File: src/adc_readout_params.svh
// Constants for the converter result readout and status block.
`ifndef ADC_READOUT_PARAMS_SVH
`define ADC_READOUT_PARAMS_SVH

// =============================================================
// Widths and layout
`define RESULT_BITS        14
`define WORD_BITS          16
`define BYTE_BITS          8
`define PAD_BITS           2
`define FIFO_DEPTH         4

// =============================================================
// Timing
`define CLK_PERIOD_NS      100
`define POWERUP_US         10
`define POWERUP_CYCLES     ((`POWERUP_US * 1000) / `CLK_PERIOD_NS)
`define CONVERT_CYCLES     80

`endif

File: src/adc_readout_pkg.sv
// Types shared by the converter result readout block.
package adc_readout_pkg;
    typedef enum logic [1:0] {ST_INIT, ST_IDLE, ST_CONVERT, ST_DONE} conv_state_e;
    typedef struct packed {
        logic [13:0] code;
        logic        bipolar;
    } sample_s;
    typedef struct packed {
        logic [7:0] data;
        logic [7:0] oe;
    } bus_drive_s;
endpackage : adc_readout_pkg

File: src/sample_fifo.sv
// Small synchronous FIFO with valid/ready on both sides.
`timescale 1ns/1ps
module sample_fifo #(
    parameter int WIDTH = 15,
    parameter int DEPTH = 4
) (
    input  wire logic             ref_clk_in,
    input  wire logic             rst_b_in,
    input  wire logic [WIDTH-1:0] wr_data_in,
    input  wire logic             wr_valid_in,
    output logic                  wr_ready_out,
    output logic [WIDTH-1:0]      rd_data_out,
    output logic                  rd_valid_out,
    input  wire logic             rd_ready_in
);
    localparam int AW = $clog2(DEPTH);
    logic [WIDTH-1:0] mem_q [DEPTH];
    logic [AW-1:0]    wp_q;
    logic [AW-1:0]    rp_q;
    logic [AW:0]      cnt_q;
    wire              push = wr_valid_in && wr_ready_out;
    wire              pop  = rd_valid_out && rd_ready_in;

    // Full and empty come straight from the occupancy count.
    assign wr_ready_out = (cnt_q != (AW+1)'(DEPTH));
    assign rd_valid_out = (cnt_q != '0);
    assign rd_data_out  = mem_q[rp_q];

    // =========================================================
    // Storage and pointers.
    always_ff @(posedge ref_clk_in)
    begin
        if (push)
        begin
            mem_q[wp_q] <= wr_data_in;
        end
    end

    always_ff @(posedge ref_clk_in or negedge rst_b_in)
    begin
        if (!rst_b_in)
        begin
            wp_q  <= '0;
            rp_q  <= '0;
            cnt_q <= '0;
        end
        else
        begin
            wp_q  <= push ? AW'(wp_q + 1'b1) : wp_q;
            rp_q  <= pop ? AW'(rp_q + 1'b1) : rp_q;
            cnt_q <= (AW+1)'(cnt_q + push - pop);
        end
    end
endmodule : sample_fifo

File: src/adc_result_readout_status.sv
// Result readout, done status and start control of a 14-bit sampling converter.
`include "adc_readout_params.svh"
`timescale 1ns/1ps
module adc_result_readout_status
    import adc_readout_pkg::*;
#(
    parameter int POWERUP_CYCLES = `POWERUP_CYCLES
) (
    input  wire logic        ref_clk_in,
    input  wire logic        rst_b_in,
    input  wire logic        sync_mode_in,
    input  wire logic        chip_select_n_in,
    input  wire logic        output_enable_n_in,
    input  wire logic        start_conversion_n_in,
    input  wire logic        done_output_enable_n_in,
    input  wire logic        high_byte_select_in,
    input  wire logic        bipolar_offset_pin_in,
    input  wire logic [13:0] core_code_in,
    input  wire logic        core_code_valid_in,
    output logic             core_start_out,
    output logic             converting_out,
    output logic             ready_out,
    output logic [7:0]       result_bus_pins_out,
    output logic [7:0]       result_bus_pins_oe_out,
    output logic             done_pin_out,
    output logic             done_pin_oe_out
);
    // =========================================================
    // Local signals.
    conv_state_e      state_q;
    conv_state_e      state_d;
    logic [15:0]      pwr_cnt_q;
    logic             start_n_q;
    logic [15:0]      word_q;
    logic [7:0]       byte_q;
    logic             bus_en_q;
    logic             done_low_q;
    logic             done_oe_q;
    sample_s          fifo_out;
    logic             fifo_valid;
    logic             fifo_wready;

    // Converts the raw offset-binary core code to the selected coding.
    function automatic logic [15:0] format_word(input sample_s s);
        logic [13:0] c;
        c = s.bipolar ? {~s.code[13], s.code[12:0]} : s.code;
        format_word = {c, 2'b00};
    endfunction : format_word

    // =========================================================
    // Start decode: a falling start edge, qualified by chip select in sync mode.
    wire start_fall = start_n_q && !start_conversion_n_in;
    wire start_ok   = start_fall && (!sync_mode_in || !chip_select_n_in);
    // A start is refused while the FIFO is full so the FIFO never drops a result.
    wire start_go   = start_ok && (state_q == ST_IDLE) && fifo_wready;

    // =========================================================
    // Conversion state machine.
    always_comb
    begin
        state_d = state_q;
        case (state_q)
            ST_INIT:    state_d = (pwr_cnt_q == 16'(POWERUP_CYCLES)) ? ST_IDLE : ST_INIT;
            ST_IDLE:    state_d = start_go ? ST_CONVERT : ST_IDLE;
            ST_CONVERT: state_d = core_code_valid_in ? ST_DONE : ST_CONVERT;
            ST_DONE:    state_d = ST_IDLE;
            default:    state_d = ST_INIT;
        endcase
    end

    assign core_start_out = start_go;
    assign converting_out = (state_q == ST_CONVERT) || (state_q == ST_INIT);
    assign ready_out      = (state_q != ST_INIT);

    always_ff @(posedge ref_clk_in or negedge rst_b_in)
    begin
        if (!rst_b_in)
        begin
            state_q   <= ST_INIT;
            pwr_cnt_q <= 16'h0000;
            start_n_q <= 1'b1;
        end
        else
        begin
            state_q   <= state_d;
            pwr_cnt_q <= (state_q == ST_INIT) ? 16'(pwr_cnt_q + 1'b1) : pwr_cnt_q;
            start_n_q <= start_conversion_n_in;
        end
    end

    // =========================================================
    // Results pass through a FIFO; the output register only takes a new word
    // between reads, so a pair of byte reads within one bus access never straddles two results.
    sample_s fifo_in;
    assign fifo_in.code    = core_code_in;
    assign fifo_in.bipolar = bipolar_offset_pin_in;

    wire bus_access = !chip_select_n_in && !output_enable_n_in;
    wire fifo_take  = fifo_valid && !bus_access;

    sample_fifo #(
        .WIDTH ($bits(sample_s)),
        .DEPTH (`FIFO_DEPTH)
    ) u_fifo (
        .ref_clk_in   (ref_clk_in),
        .rst_b_in     (rst_b_in),
        .wr_data_in   (fifo_in),
        .wr_valid_in  (core_code_valid_in && (state_q == ST_CONVERT)),
        .wr_ready_out (fifo_wready),
        .rd_data_out  (fifo_out),
        .rd_valid_out (fifo_valid),
        .rd_ready_in  (fifo_take)
    );

    // Done stays low until the fresh word sits in the output register.
    wire busy = converting_out || (state_q == ST_DONE) || fifo_valid;
    // The accepted start counts as busy already, so done falls on the very next edge
    // rather than one cycle late.
    wire busy_next = busy || start_go;

    // =========================================================
    // Output register and pin drivers.
    wire [7:0] byte_d = high_byte_select_in ? word_q[7:0] : word_q[15:8];

    always_ff @(posedge ref_clk_in or negedge rst_b_in)
    begin
        if (!rst_b_in)
        begin
            word_q     <= 16'h0000;
            byte_q     <= 8'h00;
            bus_en_q   <= 1'b0;
            done_low_q <= 1'b1;
            done_oe_q  <= 1'b0;
        end
        else
        begin
            word_q     <= fifo_take ? format_word(fifo_out) : word_q;
            byte_q     <= byte_d;
            bus_en_q   <= bus_access;
            done_low_q <= busy_next;
            done_oe_q  <= sync_mode_in ? (!chip_select_n_in && !done_output_enable_n_in)
                                       : (busy_next && !done_output_enable_n_in);
        end
    end

    assign result_bus_pins_out    = byte_q;
    assign result_bus_pins_oe_out = {8{bus_en_q}};
    assign done_pin_out           = !done_low_q;
    assign done_pin_oe_out        = done_oe_q;
endmodule : adc_result_readout_status

File: config.mk
export PLATFORM = sky130hd
export DESIGN_NAME = adc_result_readout_status
export DESIGN_NICKNAME = d
export VERILOG_FILES = /design/src/adc_readout_pkg.sv /design/src/sample_fifo.sv /design/src/adc_result_readout_status.sv
export VERILOG_INCLUDE_DIRS = /design/src
export SDC_FILE = /design/constraint.sdc
export NUM_CORES = 1
export LEC_CHECK = 0
export ABC_AREA = 1
export ABC_CLOCK_PERIOD_IN_PS = 3400
export BUFFER_PORTS_ARGS = -buffer_cell sky130_fd_sc_hd__buf_2
export CORE_UTILIZATION = 45
export DETAILED_ROUTE_END_ITERATION = 8
export PLACE_DENSITY = 0.63
export SLEW_MARGIN = 40
export SYNTH_ARGS = -nofsm -noshare
export SYNTH_HDL_FRONTEND = slang
export SYNTH_SLANG_ARGS = --single-unit
File: constraint.sdc
create_clock -name ref_clk_in -period 3.4 [get_ports ref_clk_in]
set_input_delay 0.51 -clock ref_clk_in [delete_from_list [all_inputs] [get_ports ref_clk_in]]
set_output_delay 0.51 -clock ref_clk_in [all_outputs]
set_load 0.01 [all_outputs]
After elaboration in Yosys (flattened, before gate mapping)
Memories as Yosys holds them, arrays and structs flattened.
Cells that the tools add are included.
{"block": "word_totals", "memories": 1, "input_bits": 24, "mem_bits_rw": 60, "regBits": 51}
{"name": "u_fifo.mem_q", "depth": 4, "word_bits": 15, "rd": 1, "rd_ports_with_merged_regs": 0, "wr": 1, "line_no": "sample_fifo.sv:17", "text": "logic [WIDTH-1:0] mem_q [DEPTH];"}
{"block": "op_classes", "bitwise": 1, "n_addsub": 5, "reduce_logical": 26, "eq_ne": 5, "muxes": 9}
{"operator": "$add A16 B1 Y16 const B", "count": 1}
{"operator": "$eq A16 B7 Y1 const B", "count": 1}
{"operator": "$mux W14", "count": 1}
{"operator": "$logic_and A1 B1 Y1", "count": 11}
{"operator": "$mux W8", "count": 1}
{"operator": "$pmux W2 S4", "count": 1}
{"operator": "$logic_not A1 Y1", "count": 7}
{"operator": "$logic_or A1 B1 Y1", "count": 5}
{"operator": "$mux W1", "count": 5}
{"operator": "$add A2 B1 Y2 const B", "count": 2}
{"operator": "$eq A2 B2 Y1 const B", "count": 2}
{"operator": "$add A3 B1 Y3", "count": 1}
{"operator": "$ne A3 B3 Y1 const B", "count": 1}
{"operator": "$reduce_bool A3 Y1", "count": 1}
{"operator": "$sub A3 B1 Y3", "count": 1}
{"operator": "$eq A2 B1 Y1 const B", "count": 1}
{"operator": "$logic_not A2 Y1", "count": 1}
{"operator": "$mux W2", "count": 1}
{"operator": "$reduce_bool A2 Y1", "count": 1}
{"operator": "$not A1 Y1", "count": 1}

Longest topological paths before layout
Gate-level depths: netlist (run 1).
{"block": "logic_depth", "ltp_word": 8, "ltp_mapped": 9, "mapped_depth_nobuf": 8}

Cells and area by module
From an unflattened synthesis (run 1), not the netlist that was laid out.
{"block": "unflattened", "hier_cells": 480, "area_unflattened_um2": 4878.4}
{"mod": "sample_fifo", "n_inst": 1, "area_each_um2": 2806.4, "cells_each": 248, "seq_area_each_um2": 1976.9}
{"mod": "adc_result_readout_status", "n_inst": 1, "area_each_um2": 2072.0, "cells_each": 232, "seq_area_each_um2": 1103.6}

Worst setup path before layout (run 1)
Ideal clock, no wire load.
{"block": "synth_timing", "path_kind": "input-to-reg", "startpoint": "input port chip_select_n_in", "endpoint": "register u_fifo.cnt_q[2]", "path_slack_ns": 1.319, "required_time_ns": 3.271, "path_buffers": 2, "path_stages": 9, "arrival_ns": 1.952, "setup_time_ns": 0.129, "path_cell_list": "nor2_1 > a21oi_2 > buf_6 > buf_6 > ha_1 > inv_1 > ha_1 > fa_1 > xor2_1"}
{"block": "synth_between", "elab_chain_cells": 6}
{"item": "start: declaration", "line_no": "adc_result_readout_status.sv:12", "text": "input wire logic chip_select_n_in,"}
{"item": "$logic_not A1 Y1", "line_no": "adc_result_readout_status.sv:98", "text": "wire bus_access = !chip_select_n_in && !output_enable_n_in;"}
{"item": "$logic_and A1 B1 Y1", "line_no": "adc_result_readout_status.sv:98"}
{"item": "$logic_not A1 Y1", "line_no": "adc_result_readout_status.sv:99", "text": "wire fifo_take = fifo_valid && !bus_access;"}
{"item": "$logic_and A1 B1 Y1", "line_no": "adc_result_readout_status.sv:99"}
{"item": "named net fifo_take", "line_no": "adc_result_readout_status.sv:99"}
{"item": "$logic_and A1 B1 Y1", "line_no": "sample_fifo.sv:22", "text": "wire pop = rd_valid_out && rd_ready_in;"}
{"item": "$sub A3 B1 Y3", "line_no": "sample_fifo.sv:51", "text": "cnt_q <= (AW+1)'(cnt_q + push - pop);"}
{"item": "end signal: assignment", "line_no": "sample_fifo.sv:51"}
{"item": "end: declaration", "line_no": "sample_fifo.sv:20", "text": "logic [AW:0] cnt_q;"}
The timed path passes the listed nets, and every way through them passes these cells.
A chain may end at the register's enable or synchronous reset.

Worst setup path in the final report (run 1)
{"block": "layout_timing", "startpoint": "register u_fifo.cnt_q[1]", "endpoint": "register u_fifo.cnt_q[2]"}
{"block": "layout_between", "elab_chain_cells": 4, "word_cells_on_any_way": 7, "classes_between": "add/sub: 2; eq/ne: 1; reduce/logical: 4"}
{"item": "$ne A3 B3 Y1 or $reduce_bool A3 Y1 (tied branches)", "line_no": "sample_fifo.sv:25, sample_fifo.sv:26"}
{"item": "$logic_and A1 B1 Y1 (on tied branches)", "line_no": "sample_fifo.sv:21, adc_result_readout_status.sv:99"}
{"item": "$add A3 B1 Y3 or $logic_and A1 B1 Y1 (tied branches)", "line_no": "sample_fifo.sv:51, sample_fifo.sv:22"}
{"item": "$sub A3 B1 Y3 (*)", "line_no": "sample_fifo.sv:51"}
Every way passes the cells marked *; elsewhere a longest branch is shown, timed or not.

==> flow_summary.yaml, run 1 <==
synthesis:
  synth_area_leader_cell: "edfxtp_1"
  synth_edf_count: 60
  syn_inst: 418
  yosysUniqueCellTypes: 32
  synth_seq_area_share_pct: 66.2
  synthesis.area_um2: 4650
  ys_ff_latch: 111
  syn_nets: 451
  async_flop_share_pct: 45.9
  ys.flop_type: "edfxtp_1"
  syn_area_per_cell_um2: 11.1
  yosys-top-cells-area: "edfxtp_1 (39%), dfrtp_1 (26%), nor2_1 (5.2%)"
  yosys_warnings: 0
  yosysTopAreaCellShare_pct: 38.7
drt:
  avgRoutedWirePerCell_um: 13.7
  routed_wl_mm: 8.16
  vias: 2857
  remaining_drc_errors: 0
  routed_via_density: 4.79
  first_iter_violations: 126
  dr.pass1.iters: 4
  ant_nets: 0
placement:
  gp_congestion: 0.774
  dp_cells: 581
  dp_hpwl_mm: 5.40
  numPortBuffers: 44
grt:
  grt_pass1_wl_mm: 13.8
  grt_pass1_vias: 2784
  grt_antenna_before_repair: 0
  grt_overflow: 0
  grtUsageTotal_pct: 16.6
  grt_max_degree: 33
clock_network:
  cts_tree: "done"
  path_clk_slew_ps: 90
  root_buffer: "clkbuf_8"
  htree_levels: 3
  post_cts_buffers: 0
  cts.sinks: 111
  cts_buffers: 9
  cts_resized: 0
  cts_hold_buffers: 0
  max-clock-path-buffers: 2
  worst_skew_pair.late_latency_ps: 370
floorplanning:
  die_y_um: 104
  die-area_um2: 10700
  start_util_pct: 46.9
  core_um2: 9910
  io_pins: 45
  dieWidth_um: 104
  rows: 36
worst_setup_path:
  path_cells: "nor2_2 > a21oi_2 > buf_4 > ha_1 > inv_1 > ha_1 > fa_1 > xor2_1"
  worstSetupPathType: "flip-flop to flip-flop"
  r2r-start: "u_fifo.cnt_q[1]$_DFF_PN0_"
  rrSetupSlack_ps: 1370
  worst-path-max-fanout: 30
  crit_slowest_cell: "dfrtp_1"
  r2r_cells: 8
  arrival_ps: 2280
  path_common_cell: "ha_1"
  critPathLaunchType: "flip-flop"
  startpoint: "u_fifo.cnt_q[1]$_DFF_PN0_"
  crit_path_end_kind: "flip-flop"
  worstPathRequired_ps: 3650
  max_stage_delay_ps: 420
sta:
  tightest_slew_ps: 674
  tns_ps: 0
  finalCritPeriodShare_pct: 59.6
  relSlewSlack_pct: 55.1
  min_period_ps: 2030
  skew_ps: 4.38
  hold_violations: 0
  report.final.slew_viol_count: 0
  setup_violations: 0
  clock.fmax_mhz: 493
  rsz0062_at_grt: "no"
cells_and_area:
  final_cell_mix: "nor2_1 (65), edfxtp_1 (60), nand2_1 (51)"
  syn2layout_area_growth_pct: 10.1
  layout-drive-gt1-share_pct: 18.1
  n_antenna_cell: 0
  fillerInstances: 924
  fin_cells: 597
  nNetsFinal: 492
  layout_commonest_cell: "nor2_1"
power_and_ir_drop:
  irDropWorstVdd_mv: 0.463
  p_leak_uw: 0.00222
  power_density_nw_per_um2: 701
min_path:
  min_path_type: "input port to asynchronous set/reset pin"
run_status:
  status: "completed"
flow_run:
  maxCapViolCount: 0
[stage by stage]
step	utilization [%]	setup slack [ps]	total power [µW]	hold WS, ps	instance area [µm²]
2_1_floorplan	-	1320	2630	214	4650
3_3_place_gp	49.9	1170	2880	460	4950
3_5_place_dp	49.9	1150	2930	469	4950
4_1_cts	51.7	1350	3630	173	5120
5_1_grt	51.7	1210	3860	206	5120
6_report	51.7	1370	3590	166	5120
[synthesized netlist by cell type (2+ instances only)]
| library cell | number |
|---|---|
| a31oi_1 | 5 |
| buf_2 | 7 |
| buf_4 | 10 |
| buf_6 | 2 |
| clkbuf_1 | 2 |
| dfrtp_1 | 49 |
| dfstp_2 | 2 |
| edfxtp_1 | 60 |
| ha_1 | 8 |
| inv_1 | 49 |
| inv_2 | 3 |
| nand2_1 | 51 |
| nand2_2 | 2 |
| nand3_1 | 12 |
| nand4_1 | 7 |
| nor2_1 | 65 |
| nor2_2 | 5 |
| nor2_4 | 3 |
| o21ai_0 | 39 |
| o21ai_1 | 4 |
| o22ai_1 | 8 |
| xnor2_1 | 6 |
| xor2_1 | 10 |
[worst max-delay path: cells and delay by family (launching register included)]
kind | cells | cell delay, ps
buffers and inverters | 2 | 260
AO/OA/AOI/OAI | 1 | 70
AND/OR/NAND/NOR | 1 | 150
XOR/XNOR | 1 | 170
adder cells (fa/ha/maj) | 3 | 860
flip-flops | 1 | 420
[state kept, by name (all words and copies together) (netlist names), named ones only]
register	count
done_low_q	1
word_q	14
start_n_q	1
bus_en_q	1
u_fifo.mem_q	60
result_bus_pins_out	8
done_pin_oe_out	1
u_fifo.wp_q	2
u_fifo.cnt_q	3
u_fifo.rp_q	2
pwr_cnt_q	16
state_q	1
[where the power goes]
part	internal (µW)	total (µW)	switching (µW)
Sequential	1660	1830	168
Combinational	386	1070	686
Clock	267	693	426
[final cells by class]
| type | instances | area [µm²] | share of cell area [%] |
|---|---|---|---|
| Sequential cell | 111 | 3080 | 60.2 |
| Tap cell | 133 | 166 | 3.25 |
| Timing Repair Buffer | 51 | 273 | 5.33 |
| Inverter | 52 | 195 | 3.81 |
| Multi-Input combinational cell | 234 | 1230 | 24.1 |
| Clock inverter | 7 | 46.3 | 0.904 |
| Clock buffer | 9 | 124 | 2.42 |
[final timing paths]
path / endpoint
hold reg to reg: result_bus_pins_out[1]$_DFF_PN0_
hold / removal: result_bus_pins_out[7]$_DFF_PN0_
max in group asynchronous: pwr_cnt_q[9]$_DFFE_PN0P_
min in group ref_clk_in: start_n_q$_DFF_PN1_
setup reg to reg: u_fifo.cnt_q[2]$_DFF_PN0_
setup / recovery: u_fifo.cnt_q[2]$_DFF_PN0_
[logic make-up (layout without fill, tap and decap cells)]
logic type               after synthesis  count (layout)  synth area share [%]
AND/OR/NAND/NOR                      150             150                  14.1
flip-flops                           111             111                  66.2
buffers and inverters                 73             119                  7.21
AO/OA/AOI/OAI                         59              59                  6.83
XOR/XNOR                              16              16                  3.01
adder cells (fa/ha/maj)                9               9                  2.58
[layer usage]
metal / share of wire, % / vias to the layer above / track usage [%]
li1: - / 1441 / -
met1: 48 / 1336 / 22.1
met2: 47 / 71 / 26.6
met3: 4.4 / 9 / 4.41
met4: 1.4 / 0 / 5.51
met5: 0 / - / 0
Note: power is estimated with default switching activity, not from simulation.
==> run 2: changes to the inputs <==
- ABC_CLOCK_PERIOD_IN_PS: 3400 -> 1700
- PLACE_DENSITY: 0.63 -> 0.66
- clock period: 3.4 -> 1.7 ns (I/O delays scaled with it)
==> run 2 against run 1 <==
  * Count of clock-buffer cells in the layout is 2 higher
  * Clock power is 130% higher
  * Sequential power is 97% higher
  * Core utilization is 2.0 points higher
  * Hold slack worse by 130 ps
  * First-iteration DRC count is 29% higher
  * Global-route usage is 0.12 points higher
  * Die area stayed put
  * Critical path depth is 1 lower
  * Critical path type unchanged
==> flow_summary.yaml, run 2 (same netlist as run 1, synthesis figures left out) <==
placement:
  dp_hpwl_mm: 5.55
  post-place-ws_ps: -4.75
  gp_congestion: 0.766
  numPortBuffers: 44
floorplanning:
  die-area_um2: 10700
  io_pins: 45
  rows: 36
  dieWidth_um: 104
  core_um2: 9910
  start_util_pct: 46.9
  die_y_um: 104
power_and_ir_drop:
  p_leak_uw: 0.00228
  irDropWorstVdd_mv: 0.572
  power_density_nw_per_um2: 1410
cells_and_area:
  syn2layout_area_growth_pct: 14.3
  final_cell_mix: "nor2_1 (61), edfxtp_1 (60), nand2_1 (51)"
  fillerInstances: 891
  multiInputGateArea_um2: 1280
  largest_reg_flops: 60
  layout_commonest_cell: "nor2_1"
  top_regs: "u_fifo.mem_q x60, pwr_cnt_q x16, word_q x14"
  n_antenna_cell: 0
  layout-drive-gt1-share_pct: 20.8
  register_area_um2: 3080
  nNetsFinal: 500
  final_util_pct: 53.6
  regMostFlops: "u_fifo.mem_q"
drt:
  remaining_drc_errors: 0
  routed_via_density: 4.80
  vias: 2906
  ant_nets: 0
  first_iter_violations: 163
  avgRoutedWirePerCell_um: 13.4
  dr.pass1.iters: 4
  routed_wl_mm: 8.12
min_path:
  min_delay_worst_endpoint: "done_pin_oe_out$_DFF_PN0_"
  min_path_type: "input port to flip-flop"
  whs_path_depth: 2
  hold_start: "done_output_enable_n_in"
worst_setup_path:
  crit_path_end_kind: "flip-flop"
  r2r_end: "u_fifo.cnt_q[2]$_DFF_PN0_"
  max_stage_delay_ps: 420
  rrSetupSlack_ps: 30
  r2r-start: "u_fifo.cnt_q[0]$_DFF_PN0_"
  path_common_cell: "ha_4"
  critPathLaunchType: "flip-flop"
  worst-path-max-fanout: 3
  crit_slowest_cell: "dfrtp_1"
  worstSetupPathType: "flip-flop to flip-flop"
  arrival_ps: 1930
  cp_top_family: "adder cells"
  worst-path-buf-inv: 1
  worstPathRequired_ps: 1960
  path_cells: "nor2_4 > a21oi_2 > ha_4 > inv_2 > ha_4 > fa_2 > xor2_1"
  r2r_cells: 7
sta:
  min_period_ps: 1670
  holdWs_ps: 38.5
  setup_ws_ps: 34.5
  relSlewSlack_pct: 67.2
  setup_violations: 0
  skew_ps: 14.2
  finalCritPeriodShare_pct: 98.0
  clock.fmax_mhz: 600
  tns_ps: 0
  hold_violations: 0
  rsz0062_at_grt: "yes"
  tightest_slew_ps: 492
  report.final.slew_viol_count: 0
clock_network:
  max-clock-path-buffers: 2
  path_clk_slew_ps: 100
  cts.sinks: 111
  htree_levels: 3
  root_buffer: "clkbuf_8"
  worst_skew_pair.late_latency_ps: 380
  cts_buffers: 9
  cts_tree: "done"
grt:
  grt_overflow: 0
  grt_max_degree: 34
  grt_pass1_vias: 2838
  grt_pass1_wl_mm: 14.0
  grt_antenna_before_repair: 0
  grtUsageTotal_pct: 16.7
flow_run:
  maxCapViolCount: 0
run_status:
  status: "completed"
run 2: changes by cell type in the layout (fill, tap and decap cells not counted), sizes merged:
cell / change
clkinvlp: +1
clkbuf: +2
clkinv: -4
bufinv: +1
buf: +6
dlygate4sd3: +2
run 2: worst max path at each step:
stage                              start                   endpoint  slack (ps)  cells past startpoint
2_1_floorplan  u_fifo.cnt_q[1]$_DFF_PN0_  u_fifo.cnt_q[2]$_DFF_PN0_        -220                      9
3_3_place_gp   u_fifo.cnt_q[1]$_DFF_PN0_  u_fifo.cnt_q[2]$_DFF_PN0_          30                      7
3_5_place_dp   u_fifo.cnt_q[1]$_DFF_PN0_  u_fifo.cnt_q[2]$_DFF_PN0_          -5                      7
4_1_cts        u_fifo.cnt_q[0]$_DFF_PN0_  u_fifo.cnt_q[2]$_DFF_PN0_           6                      7
5_1_grt        u_fifo.cnt_q[0]$_DFF_PN0_  u_fifo.cnt_q[2]$_DFF_PN0_         -30                      7
6_report       u_fifo.cnt_q[0]$_DFF_PN0_  u_fifo.cnt_q[2]$_DFF_PN0_          30                      7
run 2: power breakdown:
part	internal [µW]	switching, µW
registers	3320	281
logic	870	1450
clock network	698	880
run 2: per-layer routing:
metal / GRT usage [%] / up-vias / wire [µm]
met5: 0 / - / 0
met4: 6.33 / 0 / 108
met3: 4.09 / 9 / 302
met2: 26.2 / 56 / 3840
met1: 22.7 / 1381 / 3860
li1: - / 1460 / -
run 2: per-stage QoR:
stage	power, µW	cell area [µm²]	cells
2_1_floorplan	5320	4690	418
3_3_place_gp	5910	5090	586
3_5_place_dp	5980	5090	586
4_1_cts	7580	5300	604
5_1_grt	8080	5320	605
6_report	7490	5320	605
run 2: area by class of cell:
| cell class | instances | area share [%] |
|---|---|---|
| clock buffers | 11 | 2.47 |
| clock inverters | 5 | 1.22 |
| inverters | 52 | 3.67 |
| multi-input cells | 234 | 24.0 |
| flip-flops and latches | 111 | 57.9 |
| well taps | 133 | 3.13 |
| repair buffers | 59 | 7.53 |
run 2: timing repair:
| action | 4_1_cts | 5_1_grt |
|---|---|---|
| gates resized for setup | 0 | 1 |
| pin swaps | 3 | 1 |
| endpoints found under the hold margin | 17 | 0 |
| hold buffers | 2 | 0 |
| setup endpoints to repair | 1 | 3 |
| setup buffers | 0 | 1 |
| cloned | 0 | 0 |
